**src/hdl/rivm_pkg.sv**
```systemverilog
package rivm_pkg;

    // ************************************************************
    // Widths and table figures
    // ************************************************************
    localparam int ADDR_W     = 12;               // Program word address width
    localparam int NUM_SRC    = 18;               // Interrupt sources, reset excluded
    localparam int SRC_IDX_W  = 5;                // Width of a source index
    localparam int CHG_CYCLES = 4;                // Change-enable window length

    // ************************************************************
    // Vector addresses
    // ************************************************************
    localparam logic [ADDR_W-1:0] RESET_VEC_ADDR = 12'h000; // Normal reset entry
    localparam logic [ADDR_W-1:0] FIRST_IRQ_ADDR = 12'h001; // External request zero
    localparam logic [ADDR_W-1:0] LAST_IRQ_ADDR  = 12'h012; // Program store ready
    localparam logic [ADDR_W-1:0] BOOT_ADDR_DEF  = 12'hC00; // Default boot reset address

    // ************************************************************
    // Fuse encoding
    // ************************************************************
    localparam logic FUSE_PROGRAMMED   = 1'h0;     // Boot reset selected
    localparam logic FUSE_UNPROGRAMMED = 1'h1;     // Normal reset selected

    // ************************************************************
    // Source bit positions, in vector order
    // ************************************************************
    localparam int SRC_EXT0  = 0;   // 0x001
    localparam int SRC_EXT1  = 1;   // 0x002
    localparam int SRC_T2CMP = 2;   // 0x003
    localparam int SRC_T2OVF = 3;   // 0x004
    localparam int SRC_T1CAP = 4;   // 0x005
    localparam int SRC_T1CA  = 5;   // 0x006
    localparam int SRC_T1CB  = 6;   // 0x007
    localparam int SRC_T1OVF = 7;   // 0x008
    localparam int SRC_T0OVF = 8;   // 0x009
    localparam int SRC_XFER  = 9;   // 0x00A transfer_complete
    localparam int SRC_RXC   = 10;  // 0x00B receive_complete
    localparam int SRC_TBE   = 11;  // 0x00C transmit_buffer_empty
    localparam int SRC_TXC   = 12;  // 0x00D transmit_complete
    localparam int SRC_CONV  = 13;  // 0x00E converter complete
    localparam int SRC_NVR   = 14;  // 0x00F nonvolatile_data_ready
    localparam int SRC_CMP   = 15;  // 0x010 comparator_event
    localparam int SRC_TWE   = 16;  // 0x011 two_wire_event
    localparam int SRC_PSR   = 17;  // 0x012 program_store_ready

    // ************************************************************
    // Carriers
    // ************************************************************
    // Control write from the core to the general_interrupt_control bits
    typedef struct packed {
        logic we;                    // Write strobe, one cycle
        logic vector_select;         // Value written to vector_select
        logic vector_change_enable;  // Value written to change enable
    } rivm_ctrl_wr_t;

    // Vector presented to the fetch unit
    typedef struct packed {
        logic              valid;    // Address valid this cycle
        logic [ADDR_W-1:0] addr;     // Program address
    } rivm_vec_t;

    // Change window state
    typedef enum logic [1:0] {
        CHG_IDLE = 2'b00,            // No sequence open
        CHG_OPEN = 2'b01,            // Change enable set, window counting
        CHG_HOLD = 2'b10             // Select written, block one instruction
    } rivm_chg_state_t;

endpackage

```
**src/hdl/rivm_prio.sv**
```systemverilog
// ************************************************************
// Fixed priority encoder: lowest index wins
// ************************************************************
module rivm_prio #(
    parameter int N   = 18,
    parameter int IDX = 5
) (
    // Requests
    input  wire logic [N-1:0]   req,
    // Result
    output logic                any,
    output logic [IDX-1:0]      idx
);

    // Scan from the top so the lowest set bit is left last
    always_comb begin
        any = 1'b0;
        idx = '0;
        for (int i = N - 1; i >= 0; i--) begin
            if (req[i]) begin
                any = 1'b1;
                idx = IDX'(i);
            end
        end
    end

endmodule // rivm_prio

```
**src/hdl/rivm_vector_map.sv**
```systemverilog
// Notes on behaviour
// - Reset enters at 0x000 with the fuse unprogrammed
// - External requests at 0x001 and 0x002
// - Seven timer vectors at 0x003 to 0x009
// - Serial transfer and three serial vectors 0x00A-0x00D
// - Converter to program-store-ready 0x00E to 0x012
// - Programmed fuse moves reset to boot address
// - Select bit adds boot start to vectors
// - Fuse sets reset, select sets vector base
// - Fuse one is normal, zero is boot
// - Change enable clears after four cycles or write
// - Servicing blocked during change window
module rivm_vector_map #(
    parameter logic [rivm_pkg::ADDR_W-1:0] BOOT_ADDR = rivm_pkg::BOOT_ADDR_DEF
) (
    // Clock and reset
    input  wire logic                          clk,
    input  wire logic                          nrst,
    // Fuse and control
    input  wire logic                          boot_reset_fuse,
    input  wire rivm_pkg::rivm_ctrl_wr_t       ctrl_wr,
    // Peripheral requests, already enabled and flagged
    input  wire logic [rivm_pkg::NUM_SRC-1:0]  irq_req,
    // Core handshake
    input  wire logic                          global_int_en,
    input  wire logic                          instr_done,
    input  wire logic                          irq_accept,
    // Outputs to the fetch unit
    output logic                               irq_pending,
    output rivm_pkg::rivm_vec_t                fetch_vec,
    output logic [rivm_pkg::SRC_IDX_W-1:0]     irq_ack_idx,
    output logic                               irq_ack,
    // Status
    output logic                               vector_select,
    output logic                               vector_change_enable
);

    // ************************************************************
    // Declarations
    // ************************************************************
    localparam logic [2:0] CHG_LAST = 3'(rivm_pkg::CHG_CYCLES - 1); // Final window count

    logic                          fuse_s1_q;       // Fuse synchroniser stage one
    logic                          fuse_s2_q;       // Fuse synchroniser stage two
    logic                          fuse_cap_q;      // Fuse captured after reset
    logic                          fuse_cap_d;
    logic                          started_q;       // Reset vector issued
    logic                          started_d;
    logic                          sel_q;           // vector_select
    logic                          sel_d;
    rivm_pkg::rivm_chg_state_t     chg_q;           // Change window state
    rivm_pkg::rivm_chg_state_t     chg_d;
    logic [2:0]                    cnt_q;           // Window cycle count
    logic [2:0]                    cnt_d;
    rivm_pkg::rivm_vec_t           vec_q;           // Fetch address register
    rivm_pkg::rivm_vec_t           vec_d;
    logic [rivm_pkg::SRC_IDX_W-1:0] ack_idx_q;
    logic [rivm_pkg::SRC_IDX_W-1:0] ack_idx_d;
    logic                          ack_q;
    logic                          ack_d;
    logic                          blocked;         // Servicing held off
    logic                          win_any;         // Some request pending
    logic [rivm_pkg::SRC_IDX_W-1:0] win_idx;        // Winning source
    logic [rivm_pkg::ADDR_W-1:0]   reset_addr;      // Selected reset entry
    logic [rivm_pkg::ADDR_W-1:0]   vec_base;        // Selected vector base
    logic                          reset_pulse_q;   // One cycle after fuse capture

    // ************************************************************
    // Fuse synchroniser and capture
    // ************************************************************
    // Two stages with no reset, so the pin level is settled when reset releases
    always_ff @(posedge clk) begin
        fuse_s1_q <= boot_reset_fuse;
        fuse_s2_q <= fuse_s1_q;
    end

    // ************************************************************
    // Address selection
    // ************************************************************
    // Reset location from the fuse only, vector base from select only
    always_comb begin
        if (fuse_cap_q == rivm_pkg::FUSE_PROGRAMMED) begin
            reset_addr = BOOT_ADDR;
        end else begin
            reset_addr = rivm_pkg::RESET_VEC_ADDR;
        end
        vec_base = sel_q ? BOOT_ADDR : rivm_pkg::RESET_VEC_ADDR;
    end

    // ************************************************************
    // Request priority
    // ************************************************************
    // Bit order equals vector order, so lowest index is lowest address
    rivm_prio #(
        .N   (rivm_pkg::NUM_SRC),
        .IDX (rivm_pkg::SRC_IDX_W)
    ) u_prio (
        .req (irq_req),
        .any (win_any),
        .idx (win_idx)
    );

    // ************************************************************
    // Change window next state
    // ************************************************************
    always_comb begin
        chg_d = chg_q;
        cnt_d = cnt_q;
        sel_d = sel_q;
        case (chg_q)
            // Waiting for change enable to be set
            rivm_pkg::CHG_IDLE: begin
                if (ctrl_wr.we && ctrl_wr.vector_change_enable) begin
                    chg_d = rivm_pkg::CHG_OPEN;
                    cnt_d = 3'h0;
                end
            end
            // Select write clears change enable at once
            rivm_pkg::CHG_OPEN: begin
                if (ctrl_wr.we && !ctrl_wr.vector_change_enable) begin
                    sel_d = ctrl_wr.vector_select;
                    chg_d = rivm_pkg::CHG_HOLD;
                end else if (cnt_q == CHG_LAST) begin
                    chg_d = rivm_pkg::CHG_IDLE;
                end else begin
                    cnt_d = cnt_q + 3'h1;
                end
            end
            // Hold off until the next instruction completes
            rivm_pkg::CHG_HOLD: begin
                if (instr_done) begin
                    chg_d = rivm_pkg::CHG_IDLE;
                end
            end
            default: begin
                chg_d = rivm_pkg::CHG_IDLE;
            end
        endcase
    end

    // Interrupts blocked during the window; the global flag is untouched
    assign blocked = (chg_q != rivm_pkg::CHG_IDLE)
                   || (ctrl_wr.we && ctrl_wr.vector_change_enable);

    // ************************************************************
    // Fetch output next state
    // ************************************************************
    always_comb begin
        fuse_cap_d = fuse_cap_q;
        started_d  = 1'b1;
        vec_d      = '{valid: 1'b0, addr: vec_q.addr};
        ack_d      = 1'b0;
        ack_idx_d  = ack_idx_q;
        if (!started_q) begin
            // First cycle after release: capture fuse; reset entry is shown in the next cycle
            fuse_cap_d = fuse_s2_q;
        end
        if (started_q && irq_accept && irq_pending) begin
            vec_d.valid = 1'b1;
            vec_d.addr  = vec_base + rivm_pkg::FIRST_IRQ_ADDR
                        + rivm_pkg::ADDR_W'(win_idx);
            ack_d       = 1'b1;
            ack_idx_d   = win_idx;
        end
    end

    // Pending only when enabled, not blocked and past the first cycle after release
    assign irq_pending = started_q && win_any && global_int_en && !blocked;

    // ************************************************************
    // Registers
    // ************************************************************
    always_ff @(posedge clk or negedge nrst) begin
        if (!nrst) begin
            fuse_cap_q <= rivm_pkg::FUSE_UNPROGRAMMED;
            started_q  <= 1'b0;
            sel_q      <= 1'b0;
            chg_q      <= rivm_pkg::CHG_IDLE;
            cnt_q      <= 3'h0;
            vec_q      <= '0;
            ack_q      <= 1'b0;
            ack_idx_q  <= '0;
        end else begin
            fuse_cap_q <= fuse_cap_d;
            started_q  <= started_d;
            sel_q      <= sel_d;
            chg_q      <= chg_d;
            cnt_q      <= cnt_d;
            vec_q      <= vec_d;
            ack_q      <= ack_d;
            ack_idx_q  <= ack_idx_d;
        end
    end

    // Reset entry is shown combinationally in the cycle after fuse capture
    always_comb begin
        fetch_vec = vec_q;
        if (started_q && !vec_q.valid && reset_pulse_q) begin
            fetch_vec.valid = 1'b1;
            fetch_vec.addr  = reset_addr;
        end
    end

    // Marks the single cycle in which the reset entry is shown
    always_ff @(posedge clk or negedge nrst) begin
        if (!nrst) begin
            reset_pulse_q <= 1'b0;
        end else begin
            reset_pulse_q <= !started_q;
        end
    end

    assign irq_ack              = ack_q;
    assign irq_ack_idx          = ack_idx_q;
    assign vector_select        = sel_q;
    assign vector_change_enable = (chg_q == rivm_pkg::CHG_OPEN);
endmodule // rivm_vector_map

```
**config.mk**
```make
export PLATFORM = sky130hd
export DESIGN_NAME = rivm_vector_map
export DESIGN_NICKNAME = d
export VERILOG_FILES = /design/src/hdl/rivm_pkg.sv /design/src/hdl/rivm_prio.sv /design/src/hdl/rivm_vector_map.sv
export SDC_FILE = /design/constraint.sdc
export NUM_CORES = 1
export LEC_CHECK = 0
export BUFFER_PORTS_ARGS = -buffer_cell sky130_fd_sc_hd__buf_2
export CAP_MARGIN = 20
export CORE_AREA = 4 4 60 62
export DETAILED_ROUTE_END_ITERATION = 16
export DIE_AREA = 0 0 64 66
export GPL_TIMING_DRIVEN = 0
export PLACE_DENSITY_LB_ADDON = 0.1
export SKIP_CTS_REPAIR_TIMING = 1
export SKIP_LAST_GASP = 1
export SYNTH_ARGS = -nofsm -noshare
export SYNTH_HDL_FRONTEND = slang
export SYNTH_SLANG_ARGS = --single-unit
```
**constraint.sdc**
```tcl
create_clock -name clk -period 1.57 [get_ports clk]
set_clock_uncertainty 0.2 [all_clocks]
set_input_delay 0.157 -clock clk [delete_from_list [all_inputs] [get_ports clk]]
set_output_delay 0.157 -clock clk [all_outputs]
set_load 0.01 [all_outputs]
```
==> results of run 1 <==
sequential cells by signal, summed over array words and instances (netlist names):
| register | cells |
|---|---|
| started_q | 1 |
| irq_ack | 1 |
| irq_ack_idx | 5 |
| vector_select | 1 |
| cnt_q | 3 |
| vec_q | 7 |
| fuse_s1_q | 1 |
| fuse_cap_q | 1 |
| reset_pulse_q | 1 |
| fuse_s2_q | 1 |
| chg_q | 2 |
final timing paths:
path                             from        endpoint  depth (start not counted)
min reg2reg                 fuse_s1_q       fuse_s2_q                          0
min                        irq_req[0]        vec_q[0]                          3
max                           irq_ack   fetch_vec[11]                          5
max reg2reg                  chg_q[1]  irq_ack_idx[1]                          5
max in group asynchronous        nrst       started_q                          2
min in group asynchronous        nrst  irq_ack_idx[2]                          2
metrics by stage:
stage / std cells / instance area [um^2] / utilization [%] / power, mW / worst slack [ps]
2_1_floorplan: 140 / 1323 / - / 1.193 / -195.3
3_3_place_gp: 228 / 1598 / 52.77 / 1.407 / -400.6
3_5_place_dp: 228 / 1598 / 52.77 / 1.444 / -421.0
4_1_cts: 232 / 1650 / 54.50 / 1.892 / -350.2
5_1_grt: 256 / 2059 / 68.02 / 2.353 / -235.6
6_report: 256 / 2059 / 68.02 / 2.213 / -164.5
critical path: cells and delay by family, from the launching register on:
| kind | cells | cell delay (ps) |
|---|---|---|
| flops | 1 | 410 |
| simple gates | 2 | 350 |
| buf+inv | 2 | 240 |
| compound gates | 1 | 60 |
logic make-up after synthesis:
group,count (synthesis)
compound gates,29
simple gates,62
buf+inv,13
mux,3
xor+xnor,1
other cells,2
flops,24
fa+ha+maj,3
report_power, final:
| group | internal, mW | switching, mW | leakage [nW] |
|---|---|---|---|
| clock | 0.258 | 0.191 | 0.0279 |
| sequential | 0.767 | 0.0999 | 0.296 |
| combinational | 0.511 | 0.386 | 0.675 |
| total | 1.54 | 0.677 | 0.999 |
per-layer routing:
layer	vias up	share of wire [%]	track usage (%)
li1	631	-	-
met1	597	40	16.03
met2	37	55	26.32
met3	2	5.0	4.592
met4	0	0.35	4.313
met5	-	0	0
area by class of cell:
class / instances / share of cell area, %
Multi-Input combinational cell: 103 / 37.73
Sequential cell: 24 / 28.80
Timing Repair Buffer: 68 / 24.36
Tap cell: 44 / 2.673
Buffer: 6 / 2.369
Inverter: 7 / 1.519
Clock inverter: 1 / 1.458
Clock buffer: 3 / 1.094
placed cells by master, fill, tap and decap left out, types with 3 or more instances in the layout:
cell type and n:
and2_4 7, conb_1 5, nor4_1 3, nand2_1 14, a21oi_1 3, o21ai_1 4, buf_4 15, nand2_2 4
buf_6 18, dlygate4sd3_1 6, nor2_1 8, nor3_1 4, inv_1 4, clkbuf_4 3, dfrtp_1 20, buf_2 35
==> results.sh, run 1 <==
export IMPL_clk_pin_slew_worst_paths_ps=140
export IMPL_vias=1267
export IMPL_antennaDiodeCount=0
export IMPL_cap_viol_max_count=0
export IMPL_synth_cell_type_count=44
export IMPL_grt_max_degree=23
export IMPL_syn_avg_cell_area_um2=9.316
export IMPL_failed_checks="hold timing, setup timing"
export IMPL_htree_levels=1
export IMPL_slew_violations=0
export IMPL_grtUsageTotal_pct=14.48
export IMPL_portBuffers=44
export IMPL_regArea_um2=593.1
export IMPL_yosys_area_top_type_share_pct=41.18
export IMPL_reg2reg_setup_slack_ps=-130
export IMPL_critPathKind="reg2out"
export IMPL_netlist_top_cells_count="21 x dfrtp_1, 18 x nand2_1, 10 x nor2_1"
export IMPL_hold_viol_final=1
export IMPL_synthFlopType="dfrtp_1"
export IMPL_yosysTopAreaCell="dfrtp_1"
export IMPL_syn_to_final_growth_pct=61.37
export IMPL_ys_ff_latch=24
export IMPL_fillers=244
export IMPL_period_minus_slack_ps=1734
export IMPL_muxShareOfSynthArea_pct=2.647
export IMPL_fin_hold_ws_ps=-18.23
export IMPL_leakage_nw=0.9990
export IMPL_seq_area_frac_synth_pct=46.37
export IMPL_worst_slack_ps=-164.5
export IMPL_via_per_inst=4.949
export IMPL_finalWirelength_um=3414
export IMPL_post_route_period_util_pct=110.5
export IMPL_tns_ps=-2222
export IMPL_required_ps=1210
export IMPL_async_reset_ff_share_pct=91.67
export IMPL_slowest_delay_ps=410
export IMPL_peakVddDrop_mv=0.6917
export IMPL_drive_above_1_share_pct=51.89
export IMPL_grt_remaining_overflow=0
export IMPL_start_util_pct=42.15
export IMPL_dr_pass1_iters=4
export IMPL_synthTopCellsByArea="dfrtp_1 41%, nand2_1 5.3%, and2_1 3.9%"
export IMPL_worstSetupEndpointType="output port"
export IMPL_cts_buffers_inserted=3
export IMPL_pin_count=49
export IMPL_syn_area_um2=1276
export IMPL_wl_per_cell_um=13.34
export IMPL_outcome="finished with violations"
export IMPL_synth_enable_flop_cells=0
export IMPL_fmax_mhz=576.5
export IMPL_hp_class="in2reg"
export IMPL_root_buffer="clkbuf_4"
export IMPL_clockBufferDepth=2
export IMPL_drc=0
export IMPL_die_h_um=66
export IMPL_crit_fanout=3
export IMPL_grt_pass1_wl_um=4933
export IMPL_synth_simple_area_share_pct=25.59
export IMPL_clock_latency_ps=310
export IMPL_drt_iter0_drc=36
export IMPL_critPathArrivalTime_ps=1380
export IMPL_powerDensity_nw_per_um2=1075
export IMPL_cts_sinks=24
export IMPL_core_region_area_um2=3028
export IMPL_ys_warn_count=0
export IMPL_critical_path_slowest_cell="dfrtp_1"
export IMPL_cp_start_kind="flip-flop"
export IMPL_rsz0062_at_grt="yes"
export IMPL_multi_input_area_um2=777.0
export IMPL_die_area_um2=4224
export IMPL_place_hpwl_um=2413
export IMPL_yosysMostFrequentCell="dfrtp_1"
export IMPL_setup_violations=22
export IMPL_netlist_instances=137
export IMPL_final_nets=243
export IMPL_grt_pass1_vias=1146
export IMPL_ant_nets=0
export IMPL_synth_top_family_by_area="simple AND/OR/NAND/NOR gates"
export IMPL_synth_xor_area_share_pct=0.6863
export IMPL_path_cells="nand3b_1 > nand2_1 > o21ai_2 > buf_4 > buf_6"
export IMPL_num_rows=20
export IMPL_gp_congestion=0.7324
export IMPL_synth_adder_area_share_pct=2.941
export IMPL_antenna_found_initial=0
export IMPL_tritoncts="yes"
export IMPL_synth_compound_area_share_pct=15.78
export IMPL_die_width_um=64
No activity file was read; power rests on OpenSTA's default activity.
==> run 2: changes to the inputs <==
--- a/config.mk
+++ b/config.mk
@@ -12,7 +12,6 @@
 export DIE_AREA = 0 0 64 66
 export GPL_TIMING_DRIVEN = 0
 export PLACE_DENSITY_LB_ADDON = 0.1
-export SKIP_CTS_REPAIR_TIMING = 1
 export SKIP_LAST_GASP = 1
 export SYNTH_ARGS = -nofsm -noshare
 export SYNTH_HDL_FRONTEND = slang
==> run 2 against run 1 <==
Sequential power is 1% lower; sequential share of layout area rose by 0.18 points; power is 0.55% lower; die area unchanged; count of clock-buffer cells in the layout did not move; setup slack better by 42 ps; first-iteration DRC count is 25% higher; register-to-register slack better by 40 ps; largest cell class unchanged; the run ends with setup timing left; sequential cell count unchanged; hold slack gained 70 ps; core utilization is 0.41 points lower; cell area shrank 0.61%.
==> results.sh, run 2 (synthesized netlist as in run 1, its figures left out) <==
export IMPL_p_switching_mw=0.6635
export IMPL_start_util_pct=42.15
export IMPL_critPathArrivalTime_ps=1340
export IMPL_clock_latency_ps=310
export IMPL_wl_per_cell_um=13.13
export IMPL_via_per_inst=4.941
export IMPL_drive_above_1_share_pct=51.67
export IMPL_critical_path_slowest_cell="dfrtp_1"
export IMPL_num_rows=20
export IMPL_final_common_cell="buf_2"
export IMPL_pin_count=49
export IMPL_worstMarginPinSlew_ps=526.3
export IMPL_peakVddDrop_mv=0.7086
export IMPL_grtUsageTotal_pct=15.75
export IMPL_outcome="finished with violations"
export IMPL_holdCritStartpoint="irq_req[3]"
export IMPL_post_route_util_pct=67.60
export IMPL_fmax_mhz=591.0
export IMPL_comb_power_share_pct=40.9
export IMPL_powerDensity_nw_per_um2=1075
export IMPL_rsz0062_at_grt="yes"
export IMPL_die_area_um2=4224
export IMPL_worstSetupEndpointType="output port"
export IMPL_maxSlewHeadroom_pct=64.92
export IMPL_cap_viol_max_count=0
export IMPL_gp_congestion=0.7324
export IMPL_place_hpwl_um=2413
export IMPL_critPathTopFamily="flip-flops"
export IMPL_fin_hold_ws_ps=51.44
export IMPL_die_width_um=64
export IMPL_drt_iter0_drc=45
export IMPL_cts_sinks=24
export IMPL_regMostFlops="vec_q"
export IMPL_cp_common_cell="buf_6"
export IMPL_layout_common_cells="34 x buf_2, 20 x dfrtp_1, 16 x nand2_1, 15 x buf_6, 14 x buf_4"
export IMPL_syn_to_final_growth_pct=60.39
export IMPL_period_minus_slack_ps=1692
export IMPL_antenna_found_initial=0
export IMPL_slowest_delay_ps=400
export IMPL_tritoncts="yes"
export IMPL_reg2reg_setup_slack_ps=-90
export IMPL_crit_buf_inv=2
export IMPL_power_internal_mw=1.538
export IMPL_hp_class="in2reg"
export IMPL_power_frac_clock_pct=20.1
export IMPL_setup_violations=21
export IMPL_r2r_end="irq_ack_idx[1]"
export IMPL_clk_pin_slew_worst_paths_ps=130
export IMPL_slew_violations=0
export IMPL_crit_fanout=6
export IMPL_required_ps=1210
export IMPL_vias=1250
export IMPL_grt_remaining_overflow=0
export IMPL_finalWirelength_um=3323
export IMPL_die_h_um=66
export IMPL_dr_pass1_iters=4
export IMPL_failed_checks="setup timing"
export IMPL_htree_levels=1
export IMPL_root_buffer="clkbuf_4"
export IMPL_grt_pass1_wl_um=5264
export IMPL_largest_reg_flops=7
export IMPL_ant_nets=0
export IMPL_post_route_period_util_pct=107.8
export IMPL_portBuffers=44
export IMPL_total_power_mw=2.201
export IMPL_grt_max_degree=23
export IMPL_leakage_nw=0.9879
export IMPL_antennaDiodeCount=0
export IMPL_final_nets=240
export IMPL_p_sw_share_pct=30.14
export IMPL_worst_slack_ps=-122.0
export IMPL_reg2reg_from="started_q"
export IMPL_cp_start_kind="flip-flop"
export IMPL_drc=0
export IMPL_critPathKind="reg2out"
export IMPL_worstHoldPathCells=4
export IMPL_core_region_area_um2=3028
export IMPL_grt_pass1_vias=1213
export IMPL_min_to="irq_ack_idx[2]"
export IMPL_cts_buffers_inserted=3
export IMPL_pwr_share_seq_pct=38.9
export IMPL_hold_viol_final=0
export IMPL_clockBufferDepth=2
export IMPL_path_cells="nand3b_1 > buf_6 > and2_4 > buf_6"
export IMPL_worstRegToRegCells=5
[run 2: layout make-up]
class	count	area [um^2]
fill	244	980.9
multi-input combinational	103	795.8
sequential	24	593.1
timing repair buffer	65	473.0
tap	44	55.05
buffer	6	48.80
clock inverter	1	30.03
inverter	7	28.78
clock buffer	3	22.52
[run 2: how the worst max path moves through the flow]
| stage | endpoint | cells after the start | start | slack [ps] |
|---|---|---|---|---|
| final | fetch_vec[3] | 4 | irq_ack | -120 |
| after global routing | fetch_vec[11] | 5 | irq_ack | -230 |
| after floorplan | vec_q[3] | 5 | irq_req[11] | -200 |
| after CTS | fetch_vec[2] | 4 | irq_ack | -130 |
| after global placement | vec_q[2] | 8 | irq_req[6] | -400 |
| after detailed placement | vec_q[2] | 8 | irq_req[6] | -420 |
[run 2: stage by stage]
step | worst slack [ps] | instances | cell area [um^2] | TNS, ps
after global placement | -400.6 | 228 | 1598 | -3296
final | -122.0 | 253 | 2047 | -1557
after CTS | -128.9 | 248 | 1874 | -1486
after detailed placement | -421.0 | 228 | 1598 | -3445
after global routing | -233.0 | 253 | 2047 | -3286
after floorplan | -195.3 | 140 | 1323 | -687.6
[run 2: worst register-to-register path, delay by kind of cell (launching register included)]
kind	cells	cell delay, ps
buf+inv	1	80
compound gates	1	260
flops	1	440
simple gates	2	290
mux	1	290
[run 2: power by group through the flow]
stage                     combinational [mW]  sequential [mW]  clock (mW)
after floorplan                        0.325            0.869           0
after CTS                              0.738            0.854       0.460
after global placement                 0.546            0.861           0
after global routing                   0.995            0.876       0.485
final                                  0.901            0.857       0.443
after detailed placement               0.573            0.870           0
[run 2: timing repair]
item | in CTS | in global routing
hold buffers | 7 | 0
cloned | 1 | 0
resized for setup | 24 | 32
endpoints found under the hold margin | 26 | 0
endpoints found under the setup margin | 23 | 27
pin swaps | 23 | 14
setup buffers | 8 | 5
[run 2: layer usage]
| metal | vias to the layer above | GRT usage, % | wire [um] |
|---|---|---|---|
| li1 | 621 | - | - |
| met1 | 582 | 16.88 | 1306 |
| met2 | 39 | 29.81 | 1782 |
| met3 | 8 | 4.082 | 156 |
| met4 | 0 | 5.121 | 77 |
| met5 | - | 0 | 0 |
